==> src/shared/gpc_params.svh <==
// constants for the general pin control block
`ifndef GPC_PARAMS_SVH
`define GPC_PARAMS_SVH

// byte addresses on the register bus
`define GPC_ADDR_CTRL 16'h4038
`define GPC_ADDR_OUTLVL 16'h403C
`define GPC_ADDR_STATUS 16'h4040
`define GPC_ADDR_IRQ_CLR 16'h4044
`define GPC_ADDR_IRQ_EN 16'h4048
`define GPC_ADDR_PIN_LVL 16'h404C

// control register reset value and writable bits
`define GPC_CTRL_RST 16'hA400
`define GPC_CTRL_WMASK 16'hFE8F

// pull field codes
`define GPC_PULL_DOWN 2'h1
`define GPC_PULL_UP 2'h2

// status and enable bit positions
`define GPC_ST_EDGE 0

// debounce timing
`define GPC_CLK_MHZ 200
`define GPC_DB_NORM_NS 1000
`define GPC_DB_LONG_NS 20000
`define GPC_DB_NORM_CYC ((`GPC_DB_NORM_NS * `GPC_CLK_MHZ) / 1000)
`define GPC_DB_LONG_CYC ((`GPC_DB_LONG_NS * `GPC_CLK_MHZ) / 1000)

`endif

==> src/shared/gpc_pkg.sv <==
// types for the general pin control block
package gpc_pkg;

  typedef struct packed {
    logic pin_direction_sel;
    logic [1:0] pull_resistor_cfg;
    logic edge_mode_sel;
    logic io_supply_sel;
    logic polarity_sel;
    logic open_drain_sel;
    logic rsv8;
    logic pin_enable_ctl;
    logic [2:0] rsv6_4;
    logic [3:0] pin_function_sel;
  } gpc_ctrl_t;

  typedef enum logic [3:0] {
    GPC_IN_GEN_LONG = 4'h0,
    GPC_IN_GEN = 4'h1,
    GPC_IN_PWR_ONOFF = 4'h2,
    GPC_IN_SLEEP_WAKE = 4'h3,
    GPC_IN_SLEEP_WAKE_LONG = 4'h4,
    GPC_IN_SLEEP = 4'h5,
    GPC_IN_PWR_ON = 4'h6,
    GPC_IN_WDOG = 4'h7,
    GPC_IN_VSEL_ONE = 4'h8,
    GPC_IN_VSEL_TWO = 4'h9,
    GPC_IN_HW_EN_ONE = 4'hA,
    GPC_IN_HW_EN_TWO = 4'hB,
    GPC_IN_HW_CTL_ONE = 4'hC,
    GPC_IN_HW_CTL_TWO = 4'hD,
    GPC_IN_HW_CTL_ONE_LONG = 4'hE,
    GPC_IN_HW_CTL_TWO_LONG = 4'hF
  } gpc_in_fn_t;

  // internal signals that may be routed out to the pin
  typedef struct packed {
    logic aux_reset;
    logic ext_clk_2m;
    logic converter_power_good;
    logic system_supply_good;
    logic ext_pwr_en_two;
    logic ext_pwr_en_one;
    logic buck_two_scaled;
    logic buck_one_scaled;
    logic conv_done;
    logic pen_down;
    logic pwr_change;
    logic sleep_state;
    logic on_state;
    logic osc_32k;
  } gpc_src_t;

  // requests the pin may raise into the device
  typedef struct packed {
    logic power_onoff;
    logic sleep_wake;
    logic sleep_req;
    logic power_on;
    logic wdog_reset;
    logic voltage_scaling_sel_one;
    logic voltage_scaling_sel_two;
    logic hw_enable_one;
    logic hw_enable_two;
    logic hw_control_one;
    logic hw_control_two;
  } gpc_req_t;

endpackage : gpc_pkg

==> src/rtl/gpc_pin_ctl.sv <==
// control logic for one general-purpose pin with an Avalon-MM register slave
//
// Functional notes
// bit15 direction, bit9 open-drain driver
// bits14:13 pull select, reset pull-down
// edge mode: interrupt on both edges
// else edge follows polarity setting
// bit11 picks I/O buffer supply
// bit10 polarity, zero inverts, reset one
// bit7 clear keeps pin tri-stated
// input codes 0/1: general input, debounce
// input codes 2-6: power/sleep requests
// input 7 watchdog, 8/9 voltage select
// input 10-15 hardware enable and control
// output 0 software level, 1 oscillator
// output 2-4 power states, 5 reserved
// output 6-9 touch and scaling done
// output 10-13 enables and power good
// output 14 2MHz clock, 15 aux reset
// pin synchronised, debounce lengths parameterised
// pin edge sets sticky status flag
`timescale 1ns/1ps
`default_nettype none
`include "gpc_params.svh"
module gpc_pin_ctl #(
  parameter int NORM_CYC = `GPC_DB_NORM_CYC,
  parameter int LONG_CYC = `GPC_DB_LONG_CYC
) (
  // clock and reset
  input wire logic clk,
  input wire logic rst_b,
  // register bus
  input wire logic [15:0] avs_address,
  input wire logic avs_read,
  input wire logic avs_write,
  input wire logic [31:0] avs_writedata,
  input wire logic [3:0] avs_byteenable,
  output var logic [31:0] avs_readdata,
  output var logic avs_waitrequest,
  // pin
  input wire logic pin_in,
  output var logic pin_out,
  output var logic pin_oe,
  output var logic pull_up_en,
  output var logic pull_down_en,
  output var logic io_supply_sel,
  // device side
  input wire gpc_pkg::gpc_src_t int_src,
  output var gpc_pkg::gpc_req_t req,
  output var logic irq
);
  import gpc_pkg::*;

  ////////////////////////////////////////////////////////////////////////////
  // reset release

  logic [1:0] rst_sync_r;
  wire rst_n = rst_sync_r[1];

  always_ff @(posedge clk or negedge rst_b) begin
    if (!rst_b) begin
      rst_sync_r <= 2'h0;
    end else begin
      rst_sync_r <= {rst_sync_r[0], 1'b1};
    end
  end

  ////////////////////////////////////////////////////////////////////////////
  // functions

  function automatic logic long_db(input logic [3:0] fn);
    long_db = (fn == GPC_IN_GEN_LONG) || (fn == GPC_IN_SLEEP_WAKE_LONG) ||
              (fn == GPC_IN_HW_CTL_ONE_LONG) || (fn == GPC_IN_HW_CTL_TWO_LONG);
  endfunction : long_db

  function automatic gpc_req_t in_req(input logic [3:0] fn, input logic act);
    gpc_req_t r;
    r = '0;
    unique case (gpc_in_fn_t'(fn))
      GPC_IN_GEN_LONG, GPC_IN_GEN: r = '0;
      GPC_IN_PWR_ONOFF: r.power_onoff = act;
      GPC_IN_SLEEP_WAKE, GPC_IN_SLEEP_WAKE_LONG: r.sleep_wake = act;
      GPC_IN_SLEEP: r.sleep_req = act;
      GPC_IN_PWR_ON: r.power_on = act;
      GPC_IN_WDOG: r.wdog_reset = act;
      GPC_IN_VSEL_ONE: r.voltage_scaling_sel_one = act;
      GPC_IN_VSEL_TWO: r.voltage_scaling_sel_two = act;
      GPC_IN_HW_EN_ONE: r.hw_enable_one = act;
      GPC_IN_HW_EN_TWO: r.hw_enable_two = act;
      GPC_IN_HW_CTL_ONE, GPC_IN_HW_CTL_ONE_LONG: r.hw_control_one = act;
      GPC_IN_HW_CTL_TWO, GPC_IN_HW_CTL_TWO_LONG: r.hw_control_two = act;
    endcase
    in_req = r;
  endfunction : in_req

  ////////////////////////////////////////////////////////////////////////////
  // registers and bus decode

  gpc_ctrl_t ctrl_r;
  logic outlvl_r;
  logic status_r;
  logic irq_en_r;
  logic irq_r;
  logic wait_r;
  logic [31:0] rdata_r;

  wire bus_req = avs_read | avs_write;
  wire wr_fire = avs_write & ~wait_r;
  wire rd_load = avs_read & wait_r;
  wire wait_nxt = ~(bus_req & wait_r);

  wire hit_ctrl = (avs_address == `GPC_ADDR_CTRL);
  wire hit_out = (avs_address == `GPC_ADDR_OUTLVL);
  wire hit_st = (avs_address == `GPC_ADDR_STATUS);
  wire hit_clr = (avs_address == `GPC_ADDR_IRQ_CLR);
  wire hit_en = (avs_address == `GPC_ADDR_IRQ_EN);
  wire hit_lvl = (avs_address == `GPC_ADDR_PIN_LVL);

  wire [15:0] be_mask = {{8{avs_byteenable[1]}}, {8{avs_byteenable[0]}}};
  wire [15:0] ctrl_wr = (ctrl_r & ~be_mask) | (avs_writedata[15:0] & be_mask);
  wire lane0_wr = wr_fire & avs_byteenable[0];

  // reserved control bits never store, so they read back as zero
  wire gpc_ctrl_t ctrl_nxt = (wr_fire && hit_ctrl) ?
                             gpc_ctrl_t'(ctrl_wr & `GPC_CTRL_WMASK) : ctrl_r;
  wire outlvl_nxt = (lane0_wr && hit_out) ? avs_writedata[0] : outlvl_r;
  wire irq_en_nxt = (lane0_wr && hit_en) ? avs_writedata[`GPC_ST_EDGE] : irq_en_r;

  logic db_lvl;
  wire [31:0] rd_mux = hit_ctrl ? {16'h0000, ctrl_r} :
                       hit_out ? {31'h0000_0000, outlvl_r} :
                       hit_st ? {31'h0000_0000, status_r} :
                       hit_en ? {31'h0000_0000, irq_en_r} :
                       hit_lvl ? {31'h0000_0000, db_lvl} : 32'h0000_0000;

  always_ff @(posedge clk or negedge rst_n) begin
    if (!rst_n) begin
      ctrl_r <= gpc_ctrl_t'(`GPC_CTRL_RST);
      outlvl_r <= 1'b0;
      irq_en_r <= 1'b0;
      wait_r <= 1'b1;
    end else begin
      ctrl_r <= ctrl_nxt;
      outlvl_r <= outlvl_nxt;
      irq_en_r <= irq_en_nxt;
      wait_r <= wait_nxt;
    end
  end

  always_ff @(posedge clk or negedge rst_n) begin
    if (!rst_n) begin
      rdata_r <= 32'h0000_0000;
    end else if (rd_load) begin
      rdata_r <= rd_mux;
    end
  end

  assign avs_waitrequest = wait_r;
  assign avs_readdata = rdata_r;

  ////////////////////////////////////////////////////////////////////////////
  // input path

  logic pin_sync;

  gpc_sync u_sync (
    .clk(clk),
    .rst_n(rst_n),
    .din(pin_in),
    .dout(pin_sync)
  );

  wire db_long = long_db(ctrl_r.pin_function_sel);

  gpc_debounce #(
    .NORM_CYC(NORM_CYC),
    .LONG_CYC(LONG_CYC)
  ) u_db (
    .clk(clk),
    .rst_n(rst_n),
    .din(pin_sync),
    .long_sel(db_long),
    .lvl(db_lvl)
  );

  wire in_mode = ctrl_r.pin_enable_ctl & ctrl_r.pin_direction_sel;
  wire act_lvl = db_lvl ^ ~ctrl_r.polarity_sel;

  logic db_prev_r;
  wire rise = db_lvl & ~db_prev_r;
  wire fall = ~db_lvl & db_prev_r;
  // edges are taken from the raw level so a polarity write makes none
  wire edge_hit = in_mode & (ctrl_r.edge_mode_sel ? (rise | fall) :
                             (ctrl_r.polarity_sel ? rise : fall));

  gpc_req_t req_r;
  wire gpc_req_t req_nxt = in_mode ? in_req(ctrl_r.pin_function_sel, act_lvl) : '0;

  // set wins over a clear in the same cycle
  wire clr_edge = lane0_wr & hit_clr & avs_writedata[`GPC_ST_EDGE];
  wire status_nxt = edge_hit | (status_r & ~clr_edge);

  always_ff @(posedge clk or negedge rst_n) begin
    if (!rst_n) begin
      db_prev_r <= 1'b0;
      status_r <= 1'b0;
      irq_r <= 1'b0;
      req_r <= '0;
    end else begin
      db_prev_r <= db_lvl;
      status_r <= status_nxt;
      irq_r <= status_nxt & irq_en_nxt;
      req_r <= req_nxt;
    end
  end

  assign req = req_r;
  assign irq = irq_r;

  ////////////////////////////////////////////////////////////////////////////
  // output path

  // code 5 is reserved and drives the inactive level
  wire [15:0] out_vec = {int_src.aux_reset, int_src.ext_clk_2m,
                         int_src.converter_power_good, int_src.system_supply_good,
                         int_src.ext_pwr_en_two, int_src.ext_pwr_en_one,
                         int_src.buck_two_scaled, int_src.buck_one_scaled,
                         int_src.conv_done, int_src.pen_down, 1'b0,
                         int_src.pwr_change, int_src.sleep_state, int_src.on_state,
                         int_src.osc_32k, outlvl_r};
  wire out_sel = out_vec[ctrl_r.pin_function_sel];
  wire drv_lvl = out_sel ^ ~ctrl_r.polarity_sel;
  wire out_mode = ctrl_r.pin_enable_ctl & ~ctrl_r.pin_direction_sel;
  // open drain only ever pulls low; high comes from the pull or the board
  wire oe_nxt = out_mode & (ctrl_r.open_drain_sel ? ~drv_lvl : 1'b1);
  wire out_nxt = ctrl_r.open_drain_sel ? 1'b0 : drv_lvl;
  wire pu_nxt = (ctrl_r.pull_resistor_cfg == `GPC_PULL_UP);
  wire pd_nxt = (ctrl_r.pull_resistor_cfg == `GPC_PULL_DOWN);

  logic pin_out_r;
  logic pin_oe_r;
  logic pull_up_r;
  logic pull_dn_r;
  logic supply_r;

  always_ff @(posedge clk or negedge rst_n) begin
    if (!rst_n) begin
      pin_out_r <= 1'b0;
      pin_oe_r <= 1'b0;
      pull_up_r <= 1'b0;
      pull_dn_r <= 1'b1;
      supply_r <= 1'b0;
    end else begin
      pin_out_r <= out_nxt;
      pin_oe_r <= oe_nxt;
      pull_up_r <= pu_nxt;
      pull_dn_r <= pd_nxt;
      supply_r <= ctrl_r.io_supply_sel;
    end
  end

  assign pin_out = pin_out_r;
  assign pin_oe = pin_oe_r;
  assign pull_up_en = pull_up_r;
  assign pull_down_en = pull_dn_r;
  assign io_supply_sel = supply_r;
endmodule : gpc_pin_ctl
`default_nettype wire

==> src/rtl/gpc_sync.sv <==
// two flip-flop synchroniser for one level
`timescale 1ns/1ps
`default_nettype none
module gpc_sync (
  // clock and reset
  input wire logic clk,
  input wire logic rst_n,
  // level
  input wire logic din,
  output var logic dout
);
  logic meta_r;

  always_ff @(posedge clk or negedge rst_n) begin
    if (!rst_n) begin
      meta_r <= 1'b0;
      dout <= 1'b0;
    end else begin
      meta_r <= din;
      dout <= meta_r;
    end
  end
endmodule : gpc_sync
`default_nettype wire

==> src/rtl/gpc_debounce.sv <==
// debouncer with a normal and a long settle time
`timescale 1ns/1ps
`default_nettype none
module gpc_debounce #(
  parameter int NORM_CYC = 200,
  parameter int LONG_CYC = 4000
) (
  // clock and reset
  input wire logic clk,
  input wire logic rst_n,
  // level in and out
  input wire logic din,
  input wire logic long_sel,
  output var logic lvl
);
  localparam int CW = $clog2(LONG_CYC + 1);
  localparam logic [CW-1:0] NORM_LIM = CW'(NORM_CYC);
  localparam logic [CW-1:0] LONG_LIM = CW'(LONG_CYC);

  logic [CW-1:0] cnt_r;
  wire [CW-1:0] limit = long_sel ? LONG_LIM : NORM_LIM;
  wire [CW-1:0] cnt_inc = cnt_r + CW'(1);
  wire settled = (cnt_inc >= limit);

  // any bounce back to the held level restarts the count
  always_ff @(posedge clk or negedge rst_n) begin
    if (!rst_n) begin
      cnt_r <= '0;
      lvl <= 1'b0;
    end else if (din == lvl) begin
      cnt_r <= '0;
    end else if (settled) begin
      cnt_r <= '0;
      lvl <= din;
    end else begin
      cnt_r <= cnt_inc;
    end
  end
endmodule : gpc_debounce
`default_nettype wire

==> config.mk <==
export PLATFORM = sky130hd
export DESIGN_NAME = gpc_pin_ctl
export DESIGN_NICKNAME = d
export VERILOG_FILES = /design/src/shared/gpc_pkg.sv /design/src/rtl/gpc_pin_ctl.sv /design/src/rtl/gpc_sync.sv /design/src/rtl/gpc_debounce.sv
export VERILOG_INCLUDE_DIRS = /design/src /design/src/shared
export SDC_FILE = /design/constraint.sdc
export NUM_CORES = 1
export LEC_CHECK = 0
export BUFFER_PORTS_ARGS = -buffer_cell sky130_fd_sc_hd__buf_2
export CAP_MARGIN = 0
export CORE_MARGIN = 5
export CORE_UTILIZATION = 44
export CTS_CLUSTER_SIZE = 40
export DETAILED_ROUTE_END_ITERATION = 8
export PLACE_DENSITY = 0.77
export RECOVER_POWER = 100
export SLEW_MARGIN = 20
export SYNTH_ARGS = -nofsm -noshare
export SYNTH_HDL_FRONTEND = slang
export SYNTH_SLANG_ARGS = --single-unit
==> constraint.sdc <==
create_clock -name clk -period 1.9 [get_ports clk]
set_input_delay 0.095 -clock clk [delete_from_list [all_inputs] [get_ports clk]]
set_output_delay 0.095 -clock clk [all_outputs]
set_load 0.05 [all_outputs]
== Word level (Yosys, flattened, before mapping) ==
Cells that the tools add are included.

* Output and inout port bits: 50
* Register bits: 83
* Logic and storage cells: 132
* Input bits: 71

* Mux-type cells: 27
* Add/sub/neg operators: 1
* Equal/unequal tests: 23
* Bitwise operators: 32
* Reductions and logical operators: 11
* Order comparisons: 2

{| class="wikitable"
|+ Operators by type and width
! cell !! number
|-
| 16-bit by 15-bit == test with 1-bit output (second input constant) || 6
|-
| 12-bit 2-to-1 mux || 3
|-
| 16-bit bitwise AND || 2
|-
| 4-bit == test (second input constant) || 8
|-
| 1-bit 2-to-1 mux || 21
|-
| 4-bit by 3-bit == test with 1-bit output (second input constant) || 4
|-
| 16-bit 2-to-1 mux || 1
|-
| 16-bit NOT || 1
|-
| 16-bit OR || 1
|-
| 1-bit bitwise AND || 14
|-
| 12-bit by 1-bit adder with 12-bit output (second input constant) || 1
|-
| 12-bit greater-or-equal comparator || 1
|-
| 11-bit 2-to-1 mux || 1
|-
| 1-bit NOT || 9
|-
| 4-bit by 2-bit == test with 1-bit output (second input constant) || 2
|-
| 2-bit OR reduction || 3
|-
| 4-bit by 5-bit < comparator with 1-bit output (second input constant) || 1
|-
| 1-bit binary-select mux with 4-bit select || 1
|-
| 4-bit zero test || 1
|-
| 1-bit logical AND || 3
|-
| 1-bit logical OR || 3
|-
| 1-bit OR || 3
|-
| 2-bit by 1-bit == test with 1-bit output (second input constant) || 1
|-
| 2-bit == test (second input constant) || 1
|-
| other kinds (3) || 4
|}

== Depth between registers and ports, before layout ==
* Word-level depth: 9
* Gate-level depth with buffers: 12
* Depth with buffers taken out: 10

== Cells and area by module ==
Synthesis repeated with hierarchy kept, for this count alone.

* Cell total of the unflattened synthesis: 278
* Area total of the unflattened synthesis: 3191.8 sq um

{| class="wikitable"
|+ Modules (own cells, without submodules)
! module !! cells each !! area an instance (sq um) !! times used
|-
| gpc_pin_ctl || 191 || 2288.4 || 1
|-
| gpc_debounce || 85 || 853.3 || 1
|-
| gpc_sync || 2 || 50.0 || 1
|}

== Worst setup path before layout ==
OpenSTA, ideal clock, no wires.

* Path kind: reg-to-reg
* Start: register (tool-made name)
* End: register u_db.lvl
* Arrival: 2559 ps
* Clock period less this slack: 2687 ps
* Cell stages (with the launch flop): 12
* Path buffers: 2
* Setup slack: -787 ps
* Path through: dfrtp_1 -> buf_4 -> clkbuf_1 -> nor3_1 -> a31oi_1 -> inv_1 -> ha_1 -> nand2_1 -> a221o_1 -> a221o_1 -> nand2_1 -> mux2_1

{| class="wikitable"
|+ RTL lines
! what !! RTL line !! RTL
|-
| to (signal assigned) || gpc_debounce.sv:34 || <nowiki>lvl <= din;</nowiki>
|-
| to (decl) || gpc_debounce.sv:14 || <nowiki>output var logic lvl</nowiki>
|}

== Final worst setup path ==
* Start: register u_db.cnt_r[0]
* End: register u_db.lvl

* Word-level cells in the longest chain between the ends: 3

{| class="wikitable"
|+ Ends and longest elaborated chain
! what !! RTL line !! RTL
|-
| from (decl) || gpc_debounce.sv:20 || <nowiki>logic [CW-1:0] cnt_r;</nowiki>
|-
| from (signal assigned) || gpc_debounce.sv:36 || <nowiki>cnt_r <= cnt_inc;</nowiki>
|-
| 12-bit by 1-bit adder with 12-bit output || gpc_debounce.sv:22 || <nowiki>wire [CW-1:0] cnt_inc = cnt_r + CW'(1);</nowiki>
|-
| 12-bit greater-or-equal comparator || gpc_debounce.sv:23 || <nowiki>wire settled = (cnt_inc >= limit);</nowiki>
|-
| 2-bit AND reduction (no line) || -- ||
|}

Every way passes these cells.
A chain may end at the register's enable or synchronous reset.

==> flow_summary.ini <==
[route]
drt_iter0_drc = 78
route.detailed.drc = 0
num_vias = 2436
viasPerCell = 5.03
avgRoutedWirePerCell_um = 15.0
drt_wl_total_um = 7250
ant_nets = 0
dr.pass1.iters = 4

[outcome]
outcome = finished, violations left
violations = negative setup slack

[final_layout]
drive_gt1_share_pct = 34.7
fin_nets = 480
regArea_um2 = 1580
final_core_util_pct = 62.6
multi_input_area_um2 = 1470
fill_cells = 525
syn2layout_area_growth_pct = 39.5
diodes = 0

[clocking]
clk_pin_slew_ns = 0.07
cts.sinks = 63
insertion_delay_ns = 0.34
clk_path_buf_depth = 2
h-tree-depth = 3
tritoncts = done
cts_root_buffer = clkbuf_8
numCtsBuffers = 9

[global_route]
grt_max_degree = 37
track_usage_pct = 18.1
grt_pass1_wl_um = 12100
overflow = 0
antenna_found_initial = 0
grt_pass1_vias = 2536

[worst_setup_path]
cp.required_ns = 2.13
timing.rr.start = u_db.cnt_r[0]
critical_path.endpoint_type = register
slowest_delay_ns = 0.39
r2r_end = u_db.lvl
slowest_stage = dfrtp_1
rr_worst_depth = 10
path_cells = ha_2, and4_4, nand2_4, xnor2_4, ha_4, nand2_2, a221o_1, a221o_1, nand2_2, mux2_4
cp-start-kind = register
worstPathArrival_ns = 2.67
critical_path.max_fanout = 4
crit_type = register to register
r2r_setup_slack_ns = -0.54

[power]
clock_power_share_pct = 45.3
p_sw_share_pct = 23.3
cellLeakagePower_nw = 2.03
switchingPower_uw = 698
cellPowerDensity_nw_per_um2 = 708
intPower_mw = 2.30
vdd_ir_drop_max_mv = 0.489
sequentialPowerShare_pct = 45.6
total_power_mw = 2.99
pwr-share-comb_pct = 9.1

[timing]
fmax_ghz = 0.410
hold_viol = 0
rsz0062_at_grt = true
slew_viol_final = 0
tightest_slew_ns = 1.29
fin_crit_ns = 2.44
post-route-period-util_pct = 128
max_slew_margin_pct = 14.0
setup_viol = 14
clock_skew_ns = 0.00491
holdWs_ns = 0.0421
worst_slack_ns = -0.539

[placement]
dp.final_hpwl_um = 5240
gp_congestion = 0.802
numPortBuffers = 78
place_ws_ns = -0.588

[worst_hold_path]
hold_depth = 3
min_from = avs_writedata[0]
hold-path-endpoint = outlvl_r
hold_class = input pin to register

[logic_synthesis]
synth_enable_flop_cells = 0
ys_seq_area_share_pct = 52.2
async_flop_share_pct = 100
ys_seq_elements = 63
synth_top_flop_cell = dfrtp_1
avgSynthCellArea_um2 = 11.5
netlist_area_um2 = 3030
yosysTopAreaCellShare_pct = 47.9
synth_top_area_cell = dfrtp_1
yosysMostFrequentCell = dfrtp_1
synth.distinct_cells = 48
yosysWarnings = 0
synthTopCellsByCount = dfrtp_1 (58), buf_4 (21), nor2_1 (18)
synthTopCellsByArea = dfrtp_1 (48%), buf_4 (5.2%), mux2_1 (5.2%)
syn_inst = 264

[floorplan]
core_area_um2 = 6760
boundaryPins = 121
start_util_pct = 44.9
die_y_um = 93.0
dieWidth_um = 93.0
fp.dieArea_um2 = 8650
rows = 30

[run]
maxCapViolations = 0
==> worst max-delay path by stage <==
stage	start	to	slack, ns
after floorplan	u_db.cnt_r[0]	u_db.lvl	-0.47
after global placement	u_db.cnt_r[0]	u_db.lvl	-0.51
after detailed placement	u_db.cnt_r[0]	u_db.lvl	-0.59
after CTS	u_db.cnt_r[0]	u_db.lvl	-0.53
after global routing	u_db.cnt_r[0]	u_db.lvl	-0.64
final	u_db.cnt_r[0]	u_db.lvl	-0.54
==> power by group through the flow <==
stage | clock network, mW | logic, mW | registers (mW)
2_1_floorplan | 0 | 0.158 | 1.41
3_3_place_gp | 0 | 0.233 | 1.39
3_5_place_dp | 0 | 0.237 | 1.39
4_1_cts | 1.39 | 0.273 | 1.36
5_1_grt | 1.45 | 0.297 | 1.37
6_report | 1.36 | 0.273 | 1.37
==> layout by cell type, fill, tap and decap left out, types with 4 or more instances in the layout <==
| cell type | netlist | final |
|---|---|---|
| nor2_1 | 18 | 13 |
| clkbuf_8 | 0 | 12 |
| xnor2_1 | 7 | 5 |
| mux2_1 | 14 | 13 |
| dfrtp_1 | 58 | 57 |
| buf_4 | 21 | 31 |
| a22o_1 | 11 | 11 |
| conb_1 | 2 | 21 |
| buf_2 | 1 | 47 |
| xor2_1 | 5 | 5 |
| mux2i_1 | 4 | 4 |
| ha_1 | 10 | 6 |
| inv_1 | 7 | 7 |
| nor2_2 | 0 | 5 |
| nand2_1 | 15 | 12 |
| dlygate4sd3_1 | 0 | 15 |
| a21oi_1 | 7 | 5 |
| nor3_1 | 7 | 6 |
| dfstp_2 | 5 | 4 |
| clkbuf_1 | 5 | 35 |
| nor2b_1 | 12 | 9 |
| nand3_1 | 10 | 9 |
==> final cells by class <==
type	count	area share, %
clock buffer	12	3.91
inverter	8	0.710
tap	80	2.37
sequential	63	37.5
timing repair buffer	133	19.0
clock inverter	4	1.81
multi-input combinational	184	34.7
==> stage by stage <==
stage          cells  cell area (µm²)  setup TNS, ns
2_1_floorplan    283             3170          -4.55
3_3_place_gp     445             3710          -5.48
3_5_place_dp     445             3710          -6.34
4_1_cts          478             4190          -5.57
5_1_grt          484             4230          -7.67
6_report         484             4230          -6.05
==> worst max-delay path, delay by kind of cell, from the launching register on <==
kind | cells | cell delay (ns)
DFF | 1 | 0.39
and+or+nand+nor | 4 | 0.44
muxes | 1 | 0.29
xor gates and xnor gates | 1 | 0.14
adders and majority gates | 2 | 0.48
AOI/OAI and AO/OA | 2 | 0.60
==> cells by family (layout without fill, tap and decap cells) <==
| group | Yosys count | count (layout) | synth area share [%] |
|---|---|---|---|
| compound gates | 32 | 32 | 7.72 |
| xor+xnor | 12 | 12 | 3.47 |
| fa+ha+maj | 10 | 10 | 4.13 |
| buf+inv | 36 | 157 | 7.35 |
| flops | 63 | 63 | 52.2 |
| mux | 22 | 22 | 9.12 |
| other cells | 2 | 21 | 0.248 |
| simple gates | 87 | 87 | 15.7 |
==> timing repair <==
action / in CTS / in global routing
gates resized for setup: 18 / 16
buffers inserted: 2 / 7
hold endpoints to repair: 15 / 0
setup endpoints to repair: 15 / 15
pin swaps: 4 / 10
hold buffers: 15 / 0
==> routing by layer <==
layer / vias up / track usage, % / wire length (µm)
met1: 1175 / 22.4 / 2950
li1: 1156 / - / -
met3: 13 / 6.68 / 512
met5: - / 0 / 0
met4: 0 / 4.76 / 122
met2: 92 / 29.9 / 3670
Note: power is estimated with default switching activity, not from simulation.
